<file path="src/rtl/supply_startup_consts.svh">
// Behaviour
// - the start-up cell stays on while the supply is below the deactivation level.
// - when the supply rises above the turn-on level the start-up cell turns off and initialisation begins.
// - after initialisation, gate drive stays off until line brown-in is reached, then switching starts.
// - bang-bang supply keeping is entered while awaiting brown-in, from brown-in, fast or slow brown-out protection.
// - on brown-out the block sleeps at once and turns the start-up cell on to recharge to the turn-on level.
// - each time the supply reaches the turn-on level during brown-in search, a probe window checks for brown-in.
// - a probe window that ends without brown-in returns to sleep and resumes recharging.
// - brown-in arising during sleep is only recognised at the next wake-up after the turn-on level.
// - in protection the start-up cell turns off at the turn-on level and back on after the base delay.
// - in auto-restart the charge cycles are counted and a restart starts when the step count is reached.
// - latched protection holds until hardware reset, which is the supply falling below the deactivation level.
// - in burst, power saving is entered when feedback falls below the wake/sleep level and left when it rises.
// - in burst power saving, the start-up cell turns on when the supply drops below the sleep recharge level.
// - burst recharge stops on feedback wake-up or when the supply exceeds the turn-on level.
// - each entry into burst starts exactly one start-up cell charge cycle.
`ifndef SUPPLY_STARTUP_CONSTS_SVH
`define SUPPLY_STARTUP_CONSTS_SVH

// ****************************************
// timing
// ****************************************
`define CLK_PERIOD_NS      10
`define INIT_TIME_NS       200
`define INIT_CYCLES        ((`INIT_TIME_NS + `CLK_PERIOD_NS - 1) / `CLK_PERIOD_NS)
`define TIMER_W            16
`define PROBE_RESET        16'h0400
`define DELAY_RESET        16'h1000
`define STEP_W             8
`define STEP_RESET         8'h08
`define FLAG_COUNT         9

// ****************************************
// synchroniser vector positions
// ****************************************
`define F_ABOVE_OFF        0
`define F_ABOVE_ON         1
`define F_BELOW_SLP        2
`define F_BROWNIN          3
`define F_BO_FAST          4
`define F_BO_SLOW          5
`define F_FB_ABOVE         6
`define F_BURST_REQ        7
`define F_PROT             8

`endif

</file>
<file path="src/rtl/supply_startup_pkg.sv">
package supply_startup_pkg;

    typedef enum logic [3:0] {
        ST_CHARGE   = 4'b0000,
        ST_INIT     = 4'b0001,
        ST_WAIT_BI  = 4'b0011,
        ST_RUN      = 4'b0010,
        ST_BURST_WK = 4'b0110,
        ST_BURST_PS = 4'b0111,
        ST_BB_SLEEP = 4'b0101,
        ST_BB_PROBE = 4'b0100,
        ST_PR_CHG   = 4'b1100,
        ST_PR_WAIT  = 4'b1101,
        ST_LATCHED  = 4'b1111
    } seq_state_type;

    typedef enum logic [1:0] {
        PROT_NONE    = 2'b00,
        PROT_LATCH   = 2'b01,
        PROT_RESTART = 2'b10
    } prot_mode_type;

endpackage

</file>
<file path="src/rtl/flag_sync.sv">
`timescale 1ns/100ps
// three-stage synchroniser; the output changes only once stages two and three agree
module flag_sync (
    input  wire logic mclk,
    input  wire logic rst,
    input  wire logic async_in,
    output logic      sync_out
);
    logic meta_q;
    logic s2_q;
    logic s3_q;

    always_ff @(posedge mclk) begin
        if (rst) begin
            meta_q <= 1'b0;
            s2_q   <= 1'b0;
            s3_q   <= 1'b0;
        end else begin
            meta_q <= async_in;
            s2_q   <= meta_q;
            s3_q   <= s2_q;
        end
    end

    always_ff @(posedge mclk) begin
        if (rst) begin
            sync_out <= 1'b0;
        end else if (s2_q == s3_q) begin
            sync_out <= s3_q;
        end
    end
endmodule

</file>
<file path="src/rtl/down_timer.sv">
`timescale 1ns/100ps
`include "supply_startup_consts.svh"
// loadable down counter; done pulses one cycle when the count runs out
module down_timer (
    input  wire logic                  mclk,
    input  wire logic                  rst,
    input  wire logic                  load,
    input  wire logic [`TIMER_W-1:0]   length,
    output logic                       running,
    output logic                       done
);
    logic [`TIMER_W-1:0] count_q;

    always_ff @(posedge mclk) begin
        if (rst) begin
            count_q <= '0;
            running <= 1'b0;
            done    <= 1'b0;
        end else if (load) begin
            count_q <= (length == '0) ? `TIMER_W'(1) : length;
            running <= 1'b1;
            done    <= 1'b0;
        end else if (running) begin
            count_q <= count_q - `TIMER_W'(1);
            done    <= (count_q == `TIMER_W'(1));
            running <= (count_q != `TIMER_W'(1));
        end else begin
            done <= 1'b0;
        end
    end
endmodule

</file>
<file path="src/rtl/supply_startup_sequencer.sv">
`timescale 1ns/100ps
`include "supply_startup_consts.svh"

// ****************************************
// supply start-up and activity sequencer
// ****************************************
module supply_startup_sequencer
    import supply_startup_pkg::*;
(
    input  wire logic                 mclk,
    input  wire logic                 rst,
    // comparator flags, asynchronous to mclk
    input  wire logic                 supply_above_deactivation,
    input  wire logic                 supply_above_turn_on,
    input  wire logic                 supply_below_sleep_recharge,
    input  wire logic                 line_brownin,
    input  wire logic                 brownout_fast,
    input  wire logic                 brownout_slow,
    input  wire logic                 feedback_above_burst_level,
    input  wire logic                 burst_request,
    input  wire logic                 protection_trigger,
    // configuration
    input  wire logic [1:0]           protection_mode,
    input  wire logic [`TIMER_W-1:0]  brownin_probe_window,
    input  wire logic [`TIMER_W-1:0]  restart_recharge_delay,
    input  wire logic [`STEP_W-1:0]   restart_cycle_count,
    // register port
    input  wire logic [3:0]           reg_addr,
    input  wire logic [31:0]          reg_wdata,
    input  wire logic                 reg_wr,
    input  wire logic                 reg_rd,
    output logic [31:0]               reg_rdata,
    // outputs
    output logic                      startup_cell_on,
    output logic                      gate_drive_enable,
    output logic                      low_power_sleep,
    output logic                      restart_pulse,
    output logic [3:0]                seq_state,
    output logic                      irq
);

    // ****************************************
    // input synchronisation
    // ****************************************
    logic [`FLAG_COUNT-1:0] raw_flags;
    logic [`FLAG_COUNT-1:0] flags;

    assign raw_flags[`F_ABOVE_OFF] = supply_above_deactivation;
    assign raw_flags[`F_ABOVE_ON]  = supply_above_turn_on;
    assign raw_flags[`F_BELOW_SLP] = supply_below_sleep_recharge;
    assign raw_flags[`F_BROWNIN]   = line_brownin;
    assign raw_flags[`F_BO_FAST]   = brownout_fast;
    assign raw_flags[`F_BO_SLOW]   = brownout_slow;
    assign raw_flags[`F_FB_ABOVE]  = feedback_above_burst_level;
    assign raw_flags[`F_BURST_REQ] = burst_request;
    assign raw_flags[`F_PROT]      = protection_trigger;

    genvar gi;
    generate
        for (gi = 0; gi < `FLAG_COUNT; gi = gi + 1) begin : g_sync
            flag_sync u_sync (
                .mclk     (mclk),
                .rst      (rst),
                .async_in (raw_flags[gi]),
                .sync_out (flags[gi])
            );
        end
    endgenerate

    logic above_off;
    logic above_on;
    logic below_slp;
    logic brownin;
    logic brownout;
    logic fb_above;
    logic burst_req;
    logic prot;

    assign above_off = flags[`F_ABOVE_OFF];
    assign above_on  = flags[`F_ABOVE_ON];
    assign below_slp = flags[`F_BELOW_SLP];
    assign brownin   = flags[`F_BROWNIN];
    assign brownout  = flags[`F_BO_FAST] | flags[`F_BO_SLOW];
    assign fb_above  = flags[`F_FB_ABOVE];
    assign burst_req = flags[`F_BURST_REQ];
    assign prot      = flags[`F_PROT];

    // supply falling below the deactivation level acts as a hardware reset
    logic hw_rst;
    assign hw_rst = rst | ~above_off;

    // ****************************************
    // timers
    // ****************************************
    logic probe_load;
    logic probe_run;
    logic probe_done;
    logic delay_load;
    logic delay_run;
    logic delay_done;
    logic init_load;
    logic init_run;
    logic init_done;

    down_timer u_probe (
        .mclk    (mclk),
        .rst     (hw_rst),
        .load    (probe_load),
        .length  (brownin_probe_window),
        .running (probe_run),
        .done    (probe_done)
    );

    down_timer u_delay (
        .mclk    (mclk),
        .rst     (hw_rst),
        .load    (delay_load),
        .length  (restart_recharge_delay),
        .running (delay_run),
        .done    (delay_done)
    );

    down_timer u_init (
        .mclk    (mclk),
        .rst     (hw_rst),
        .load    (init_load),
        .length  (`TIMER_W'(`INIT_CYCLES)),
        .running (init_run),
        .done    (init_done)
    );

    // ****************************************
    // state machine
    // ****************************************
    seq_state_type         state_q;
    seq_state_type         state_d;
    logic [`STEP_W-1:0]    steps_q;
    logic                  burst_charge_q;
    logic                  restart_go;

    assign restart_go = (prot_mode_type'(protection_mode) == PROT_RESTART)
                        && (steps_q >= restart_cycle_count)
                        && (restart_cycle_count != '0);

    always_comb begin
        state_d    = state_q;
        probe_load = 1'b0;
        delay_load = 1'b0;
        init_load  = 1'b0;
        case (state_q)
            ST_CHARGE: begin
                if (above_on) begin
                    state_d   = ST_INIT;
                    init_load = 1'b1;
                end
            end
            ST_INIT: begin
                if (init_done) begin
                    state_d = ST_WAIT_BI;
                end
            end
            ST_WAIT_BI: begin
                if (brownin) begin
                    state_d = ST_RUN;
                end else begin
                    state_d = ST_BB_SLEEP;
                end
            end
            ST_RUN, ST_BURST_WK, ST_BURST_PS: begin
                if (prot && prot_mode_type'(protection_mode) != PROT_NONE) begin
                    state_d = ST_PR_CHG;
                end else if (brownout) begin
                    state_d = ST_BB_SLEEP;
                end else if (state_q == ST_RUN) begin
                    if (burst_req) begin
                        state_d = ST_BURST_WK;
                    end
                end else if (!burst_req) begin
                    state_d = ST_RUN;
                end else if (state_q == ST_BURST_WK && !fb_above) begin
                    state_d = ST_BURST_PS;
                end else if (state_q == ST_BURST_PS && fb_above) begin
                    state_d = ST_BURST_WK;
                end
            end
            ST_BB_SLEEP: begin
                if (above_on) begin
                    state_d    = ST_BB_PROBE;
                    probe_load = 1'b1;
                end
            end
            ST_BB_PROBE: begin
                if (brownin) begin
                    state_d = ST_RUN;
                end else if (probe_done) begin
                    state_d = ST_BB_SLEEP;
                end
            end
            ST_PR_CHG: begin
                if (above_on) begin
                    state_d    = ST_PR_WAIT;
                    delay_load = 1'b1;
                end
            end
            ST_PR_WAIT: begin
                if (restart_go) begin
                    state_d = ST_CHARGE;
                end else if (delay_done) begin
                    state_d = ST_PR_CHG;
                end
            end
            default: begin
                state_d = ST_CHARGE;
            end
        endcase
        // latched protection never returns to charge-up until the supply collapses
        if (state_q == ST_PR_CHG || state_q == ST_PR_WAIT) begin
            if (prot_mode_type'(protection_mode) == PROT_LATCH && state_d == ST_CHARGE) begin
                state_d = state_q;
            end
        end
    end

    always_ff @(posedge mclk) begin
        if (hw_rst) begin
            state_q <= ST_CHARGE;
        end else begin
            state_q <= state_d;
        end
    end

    // ****************************************
    // restart cycle counter
    // ****************************************
    always_ff @(posedge mclk) begin
        if (hw_rst) begin
            steps_q <= '0;
        end else if (state_q != ST_PR_CHG && state_q != ST_PR_WAIT) begin
            steps_q <= '0;
        end else if (state_q == ST_PR_CHG && state_d == ST_PR_WAIT && steps_q != '1) begin
            steps_q <= steps_q + `STEP_W'(1);
        end
    end

    // ****************************************
    // burst recharge: one charge cycle at entry, then on low supply
    // ****************************************
    always_ff @(posedge mclk) begin
        if (hw_rst) begin
            burst_charge_q <= 1'b0;
        end else if (state_q == ST_RUN && state_d == ST_BURST_WK) begin
            burst_charge_q <= 1'b1;
        end else if (state_d != ST_BURST_WK && state_d != ST_BURST_PS) begin
            burst_charge_q <= 1'b0;
        end else if (above_on) begin
            burst_charge_q <= 1'b0;
        end else if (state_q == ST_BURST_PS && state_d == ST_BURST_WK) begin
            burst_charge_q <= 1'b0;
        end else if (state_d == ST_BURST_PS && below_slp) begin
            burst_charge_q <= 1'b1;
        end
    end

    // ****************************************
    // outputs
    // ****************************************
    always_ff @(posedge mclk) begin
        if (hw_rst) begin
            startup_cell_on   <= 1'b1;
            gate_drive_enable <= 1'b0;
            low_power_sleep   <= 1'b0;
            seq_state         <= 4'h0;
        end else begin
            case (state_d)
                ST_CHARGE, ST_BB_SLEEP, ST_PR_CHG: startup_cell_on <= 1'b1;
                ST_BURST_WK, ST_BURST_PS:          startup_cell_on <= burst_charge_q;
                default:                           startup_cell_on <= 1'b0;
            endcase
            gate_drive_enable <= (state_d == ST_RUN) || (state_d == ST_BURST_WK);
            low_power_sleep   <= (state_d == ST_BB_SLEEP) || (state_d == ST_BURST_PS)
                                 || (state_d == ST_PR_CHG) || (state_d == ST_PR_WAIT);
            seq_state         <= state_d;
        end
    end

    always_ff @(posedge mclk) begin
        if (hw_rst) begin
            restart_pulse <= 1'b0;
        end else begin
            restart_pulse <= (state_q == ST_PR_WAIT) && restart_go;
        end
    end

    // ****************************************
    // event status, mask, read port
    // ****************************************
    logic [4:0] events;
    logic [4:0] status_q;
    logic [4:0] mask_q;

    assign events = {restart_pulse,
                     state_q != ST_PR_CHG && state_d == ST_PR_CHG && state_q != ST_PR_WAIT,
                     state_q != ST_BURST_WK && state_q != ST_BURST_PS && state_d == ST_BURST_WK,
                     state_q != ST_RUN && state_d == ST_RUN && state_q != ST_BURST_WK && state_q != ST_BURST_PS,
                     state_q != ST_BB_SLEEP && state_q != ST_BB_PROBE && state_d == ST_BB_SLEEP};

    // a new event wins over the clearing read
    always_ff @(posedge mclk) begin
        if (rst) begin
            status_q <= '0;
        end else if (reg_rd && reg_addr == 4'h0) begin
            status_q <= events;
        end else begin
            status_q <= status_q | events;
        end
    end

    always_ff @(posedge mclk) begin
        if (rst) begin
            mask_q <= '0;
        end else if (reg_wr && reg_addr == 4'h4) begin
            mask_q <= reg_wdata[4:0];
        end
    end

    always_ff @(posedge mclk) begin
        if (rst) begin
            reg_rdata <= 32'h0;
        end else if (!reg_rd) begin
            reg_rdata <= 32'h0;
        end else if (reg_addr == 4'h0) begin
            reg_rdata <= {27'h0, status_q};
        end else if (reg_addr == 4'h4) begin
            reg_rdata <= {27'h0, mask_q};
        end else if (reg_addr == 4'h8) begin
            reg_rdata <= {16'h0, steps_q, 4'h0, state_q};
        end else begin
            reg_rdata <= 32'h0;
        end
    end

    always_ff @(posedge mclk) begin
        if (rst) begin
            irq <= 1'b0;
        end else begin
            irq <= |(((reg_rd && reg_addr == 4'h0) ? events : (status_q | events)) & mask_q);
        end
    end

endmodule

</file>
<file path="config.mk">
export PLATFORM = sky130hd
export DESIGN_NAME = supply_startup_sequencer
export DESIGN_NICKNAME = d
export VERILOG_FILES = /design/src/rtl/supply_startup_pkg.sv /design/src/rtl/flag_sync.sv /design/src/rtl/down_timer.sv /design/src/rtl/supply_startup_sequencer.sv
export VERILOG_INCLUDE_DIRS = /design/src /design/src/rtl
export SDC_FILE = /design/constraint.sdc
export NUM_CORES = 1
export LEC_CHECK = 0
export ABC_CLOCK_PERIOD_IN_PS = 2500
export CAP_MARGIN = 0
export CORE_MARGIN = 4
export CORE_UTILIZATION = 60
export CTS_BUF_LIST = sky130_fd_sc_hd__clkbuf_4
export CTS_CLUSTER_DIAMETER = 150
export CTS_CLUSTER_SIZE = 28
export DETAILED_ROUTE_END_ITERATION = 10
export DONT_BUFFER_PORTS = 1
export PLACE_DENSITY = 0.76
export SETUP_SLACK_MARGIN = 0.2
export SLEW_MARGIN = 40
export SYNTH_ARGS = -nofsm -noshare
export SYNTH_HDL_FRONTEND = slang
export SYNTH_SLANG_ARGS = --single-unit
export TNS_END_PERCENT = 1
</file>
<file path="constraint.sdc">
create_clock -name mclk -period 2.5 [get_ports mclk]
set_input_delay 0 -clock mclk [delete_from_list [all_inputs] [get_ports mclk]]
set_output_delay 0 -clock mclk [all_outputs]
set_load 0.02 [all_outputs]
</file>
==> impl_results.md, run 1 <==
* Syn Area/Cell at between 8 and 9 sq um
* Clk Latency, worst-skew pair at roughly 0.54 ns
* CP top delay family: compound AO/OA/AOI/OAI gates
* Initial cell density of the core at between 60% and 70%
* Hold endpoint: restart_pulse
* Yosys reg bits at 131
* Via count at 5181
* Worst Hold Depth at 5
* R2R Path Start: steps_q[2]
* CP startpoint kind: register
* CTS tree: done
* Sequential element share of the synthesized area at 44.2%
* Fin Hold WS at 0.0522 ns
* RD Place Congestion at 0.837
* GRT Util Overall at 25.8%
* Crit Path Class: reg -> reg
* Final Critical Period at 2.25 ns
* VDD IR max at between 0.4 and 0.5 mV
* Initial antenna violation count at 1
* Worst Hold Class: in -> reg
* Layout cells sized above 1 at 8.28%
* Number of antenna-violating nets in the routed design at 0
* WP data required at 2.92 ns
* Outcome: complete, no violations
* Clk buf depth at 2
* Synth cell types at 63
* Largest net degree at the start of global routing at 51
* H-tree depth at 4
* Synth cell count leaders: dfxtp_1, nor2_1, a21oi_1, nor2b_1, nand2_1
* Slew margin rel. at 45.6%
* Max Transition Viols Final at 0
* Synth Warn # at 0
* Leak at between 2 and 3 nW
* Post-DP HPWL at 8.97 mm
* Drt drc at 0
* Router iterations before antenna repair at 5
* Die Width at about 110 um
* First-pass GRT wire length at 24.0 mm
* Number of synthesized flops with an enable pin at 0
* Vias/cell at 5.78
* # IOs at 132
* FF-to-FF setup slack at 0.25 ns
* Clock transition at the registers of the reported paths at around 0.11 ns
* Slew @ Worst Pin at a little over 0.8 ns
* Die area at between 10000 and 15000 sq um
* Hold Startpoint: restart_cycle_count[7]
* Largest stage delay, worst path at 0.38 ns
* Asr flop ratio synth at 0%
* CTS buffer count at 17
* Post-Synthesis Cell Area at 5930 sq um
* Clock skew at 0.0224 ns
* IO Port Bufs at 0
* P&R area growth vs syn at 18.0%
* Final period util at about nine tenths
* Cell taking the most area after synthesis: dfxtp_1
* Top_reg_cell synth: dfxtp_1
* Finished Cell Area at about 7000 sq um
* Crit-path cells: ha_1 -> and3_1 -> o21ai_0 -> a31o_2 -> a311oi_2 -> nand2_1 -> xnor2_1 -> a211o_1
* Die height at 107 um
* Top-count cell post-synth: dfxtp_1
* Crit path capture type: register
* Synth top area cells: dfxtp_1, nor2_1, nor2b_1, xnor2_1, a21oi_1
* GRT overflow at 0
* Row cnt at 36
* DR iter-0 viols at about 480
* Post-Syn Instances at 680
* Detailed-route wire length per cell at 16.0 um
* Peak fanout along the critical path at 6
* CP bufs+invs at 0
* Final TNS setup at 0 ns
* Placed inst area at 6010 sq um
* Reg2Reg Capture Point: startup_cell_on
* Final hold viol count at 0
* Clk sinks at 131
* Tot Pwr at ~3.7 mW
* Drt total wl at 14.3 mm
* Core area at 9680 sq um
* Master of the slowest instance on the critical path: dfxtp_1
* Nets@finish at 855
* Worst EP arrival at 2.67 ns
* Final setup fails at 0
* Root Driver: clkbuf_4
* Achievable Freq at roughly 0.44 GHz
* FF-to-FF path depth at 8
* Number of global-route vias before repair at 5138
* Maxcap violations at 0
* Unrepaired setup endpoints after global routing: yes
* Power Dens Cells at 523 nW/um^2
* Yosys top cell area share at approximately 44%
==> through the flow <==
stage	std cells	util [%]	worst slack (ns)
after floorplan	698	-	0.216
after global placement	796	62.0	0.256
after detailed placement	796	62.0	0.160
after CTS	894	71.9	0.238
after global routing	895	72.2	0.145
final	896	72.2	0.252
==> report_power, final <==
| part | internal (mW) | total, mW | leakage, nW | switching (mW) |
|---|---|---|---|---|
| combinational | 0.0900 | 0.177 | 1.31 | 0.0871 |
| sequential | 2.11 | 2.11 | 1.06 | 0.00868 |
| clock | 0.581 | 1.37 | 0.135 | 0.785 |
| total | 2.78 | 3.66 | 2.51 | 0.880 |
==> worst max-delay path by stage <==
stage                  startpoint               to  slack, ns  depth (start not counted)
2_1_floorplan        seq_state[1]  startup_cell_on       0.22                          9
3_3_place_gp           steps_q[0]  startup_cell_on       0.26                          9
3_5_place_dp           steps_q[0]  startup_cell_on       0.16                          9
6_report               steps_q[2]  startup_cell_on       0.25                          8
5_1_grt              seq_state[2]              irq       0.14                          6
4_1_cts        u_delay.count_q[6]  u_delay.running       0.24                          7
==> cells by family after synthesis <==
| group | share of synthesized area [%] |
|---|---|
| simple gates | 25.8 |
| flops | 44.2 |
| compound gates | 13.6 |
| buf+inv | 5.80 |
| xor+xnor | 5.61 |
| fa+ha+maj | 3.17 |
| mux | 1.69 |
| other cells | 0.0633 |
==> routing by layer <==
metal,global-route usage (%),vias up,wire length (um)
met2,43.3,231,6960
li1,-,2490,-
met4,12.8,0,572
met1,29.9,2398,5710
met3,7.80,62,1070
met5,0,-,0
==> tightest hold or removal path, cell delays in order <==
cell	delay [ns]
inv_1	0.04
ha_1	0.17
a211oi_2	0.07
a21o_1	0.19
nor2_1	0.07
==> timing repair <==
item                       4_1_cts  5_1_grt
resized for setup                1        9
buffers inserted                 0        0
hold endpoints to repair       100        0
pin swaps                        0        0
setup endpoints to repair        1       15
hold buffers                    67        0
==> final cells by class <==
| type | count | area, sq um |
|---|---|---|
| timing repair buffer | 81 | 786 |
| multi-input combinational | 496 | 3060 |
| clock inverter | 14 | 139 |
| inverter | 22 | 82.6 |
| tap | 133 | 166 |
| antenna | 2 | 5.00 |
| clock buffer | 17 | 128 |
| sequential | 131 | 2630 |
| fill | 722 | 2690 |
==> state kept, by name, indices dropped and copies added, names as in the netlist, 4 cells and up <==
signal / flops
mask_q: 5
g_sync.u_sync.s2_q: 9
u_probe.count_q: 16
u_init.count_q: 16
u_delay.count_q: 16
reg_rdata: 13
g_sync.u_sync.sync_out: 9
steps_q: 8
seq_state: 4
status_q: 5
g_sync.u_sync.meta_q: 9
g_sync.u_sync.s3_q: 9
==> layout by cell type (no fill, tap or decap), drive strengths merged, types with 17 or more instances in the layout <==
cell type and instances:
dfxtp 131, nor2 77, dlygate4sd3 66, a21oi 43, nor2b 43, nand2 40
o21ai 30, xnor2 26, a211oi 26, inv 24, nor3 23, nand3 20
conb 19, nor4 19, clkbuf 17
(Power assumes the default switching activity.)
==> inputs of run 2 (changes only) <==
--- a/config.mk
+++ b/config.mk
@@ -9,13 +9,13 @@
 export ABC_CLOCK_PERIOD_IN_PS = 2500
 export CAP_MARGIN = 0
 export CORE_MARGIN = 4
-export CORE_UTILIZATION = 60
+export CORE_UTILIZATION = 30
 export CTS_BUF_LIST = sky130_fd_sc_hd__clkbuf_4
 export CTS_CLUSTER_DIAMETER = 150
-export CTS_CLUSTER_SIZE = 28
+export CTS_CLUSTER_SIZE = 14
 export DETAILED_ROUTE_END_ITERATION = 10
 export DONT_BUFFER_PORTS = 1
-export PLACE_DENSITY = 0.76
+export PLACE_DENSITY = 0.44
 export SETUP_SLACK_MARGIN = 0.2
 export SLEW_MARGIN = 40
 export SYNTH_ARGS = -nofsm -noshare
==> run 2 against run 1 <==
Effect of this change: global-route usage decreased by 12 points; register-to-register slack about the same; combinational power about the same; clock skew decreased by 0.0017 ns; final cell count increased by 16%; cell area increased by 4.2%; non-clock buffer count increased by 12; sequential power about the same; via count decreased by 4.5%; setup slack got worse by 0.0082 ns; die area increased by 91%; critical path type unchanged; largest power group unchanged.
==> impl_results.md, run 2 (synthesis gave the netlist of run 1 again) <==
* Drt drc at 0
* CTS tree: done
* Worst EP arrival at 2.67 ns
* Detailed-route wire length per cell at approximately 14 um
* Final Critical Period at 2.26 ns
* Clock transition at the registers of the reported paths at 0.13 ns
* Tot Pwr at 3.74 mW
* Die area at ~22000 sq um
* VDD IR max at 0.227 mV
* Achievable Freq at 0.443 GHz
* Busiest grt layer: met2
* Worst Hold Class: in -> reg
* Max Transition Viols Final at 0
* Crit Path Class: reg -> reg
* RD Place Congestion at 0.790
* Slew @ Worst Pin at 0.784 ns
* GRT overflow at 0
* Via count at 4948
* Final period util at between 90% and 100%
* Leak at 2.59 nW
* Clk buf depth at 2
* DR iter-0 viols at 185
* Root Driver: clkbuf_4
* Initial cell density of the core at 30.5%
* Slew margin rel. at 47.6%
* P&R area growth vs syn at 22.9%
* Crit path capture type: register
* # IOs at 132
* Vias/cell at between 4 and 5
* Worst Setup Slack, final at 0.243 ns
* GRT Util Overall at 13.4%
* Met1 Use GR at 16.6%
* Largest net degree at the start of global routing at around 50
* Most frequent cells in the layout: dfxtp_1, nor2_1, dlygate4sd3_1
* Clk Latency, worst-skew pair at 0.54 ns
* Met3 Use GR at under 10%
* Maxcap violations at 0
* Final hold viol count at 0
* Number of antenna-violating nets in the routed design at 0
* Registers with the most flip-flops: u_delay.count_q (16), u_init.count_q (16), u_probe.count_q (16)
* Final setup fails at 0
* Initial antenna violation count at 1
* Layout cells sized above 1 at a little under a tenth
* Die height at 149 um
* Drt total wl at 14.5 mm
* Commonest non-fill, non-tap cell in the layout: dfxtp_1
* Clock skew at 0.0207 ns
* Number of global-route vias before repair at slightly below 5000
* H-tree depth at 4
* Final TNS setup at 0 ns
* Unrepaired setup endpoints after global routing: yes
* Dpl ws at roughly 0.19 ns
* Core area at 19500 sq um
* Router iterations before antenna repair at 4
* IO Port Bufs at 0
* Clk sinks at around 130
* WP data required at 2.91 ns
* Row cnt at a little over 50
* Post-DP HPWL at slightly above 10 mm
* Peak fanout along the critical path at 6
* Outcome: complete, no violations
* Nets@finish at 867
* Power Dens Cells at 514 nW/um^2
* Met2 Resource Use GR at 22.1%
* CP startpoint kind: register
* First-pass GRT wire length at 24.1 mm
* Die Width at 149 um
* CTS buffer count at 17
[run 2: cell types whose count changed in the layout (fill, tap and decap cells not counted), sizes merged]
cell	change
clkbuf	+1
dlygate4sd3	+5
clkinvlp	-1
inv	+4
clkinv	-4
diode	-1
buf	+7
[run 2: layout make-up]
cell class,instances,area (sq um)
Sequential cell,131,2630
Clock buffer,18,135
Multi-Input combinational cell,496,3070
Timing Repair Buffer,93,888
Tap cell,265,332
Fill cell,1972,12200
Clock inverter,13,149
Antenna cell,1,2.50
Inverter,22,82.6
[run 2: metrics by stage]
| step | util, % | cells | instance area (sq um) | hold WS, ns |
|---|---|---|---|---|
| 4_1_cts | 37.2 | 1038 | 7240 | 0.00196 |
| 3_3_place_gp | 32.0 | 935 | 6220 | 0.0759 |
| 5_1_grt | 37.4 | 1039 | 7290 | 0.0639 |
| 6_report | 37.4 | 1039 | 7290 | 0.0674 |
| 2_1_floorplan | - | 698 | 6000 | 0.128 |
| 3_5_place_dp | 32.0 | 935 | 6220 | 0.0771 |
[run 2: per-layer routing]
metal | vias up | share of wire, %
met4 | 0 | 1.7
met5 | - | 0
met2 | 83 | 48
met1 | 2334 | 46
li1 | 2515 | -
met3 | 16 | 5.0
[run 2: power by group]
group          leakage [nW]  switching [mW]  internal, mW
Clock                 0.147           0.838         0.617
Sequential             1.06         0.00850          2.11
Combinational          1.38          0.0830        0.0914
[run 2: path summary, 6_finish.rpt]
kind | slack, ns | endpoint | depth (start not counted) | start
worst max register to register | 0.24 | u_delay.running | 7 | u_delay.count_q[6]
worst max-delay path | 0.24 | u_delay.running | 7 | u_delay.count_q[6]
worst min register to register | 0.45 | g_sync[5].u_sync.s2_q | 1 | g_sync[5].u_sync.meta_q
worst min-delay path | 0.07 | seq_state[3] | 4 | protection_mode[1]
[run 2: worst max-delay path, stage by stage, from the launching register on]
cell      delay, ns
dfxtp_2        0.37
or4_4          0.55
or3_4          0.36
or3_4          0.38
nor3_4         0.14
nand3b_1       0.12
a21oi_1        0.15
nor2_1         0.05
[run 2: repair_timing]
item,in CTS,in global routing
hold endpoints to repair,99,0
gates resized for setup,1,9
setup endpoints to repair,1,11
buffers inserted,0,0
hold buffers,72,0
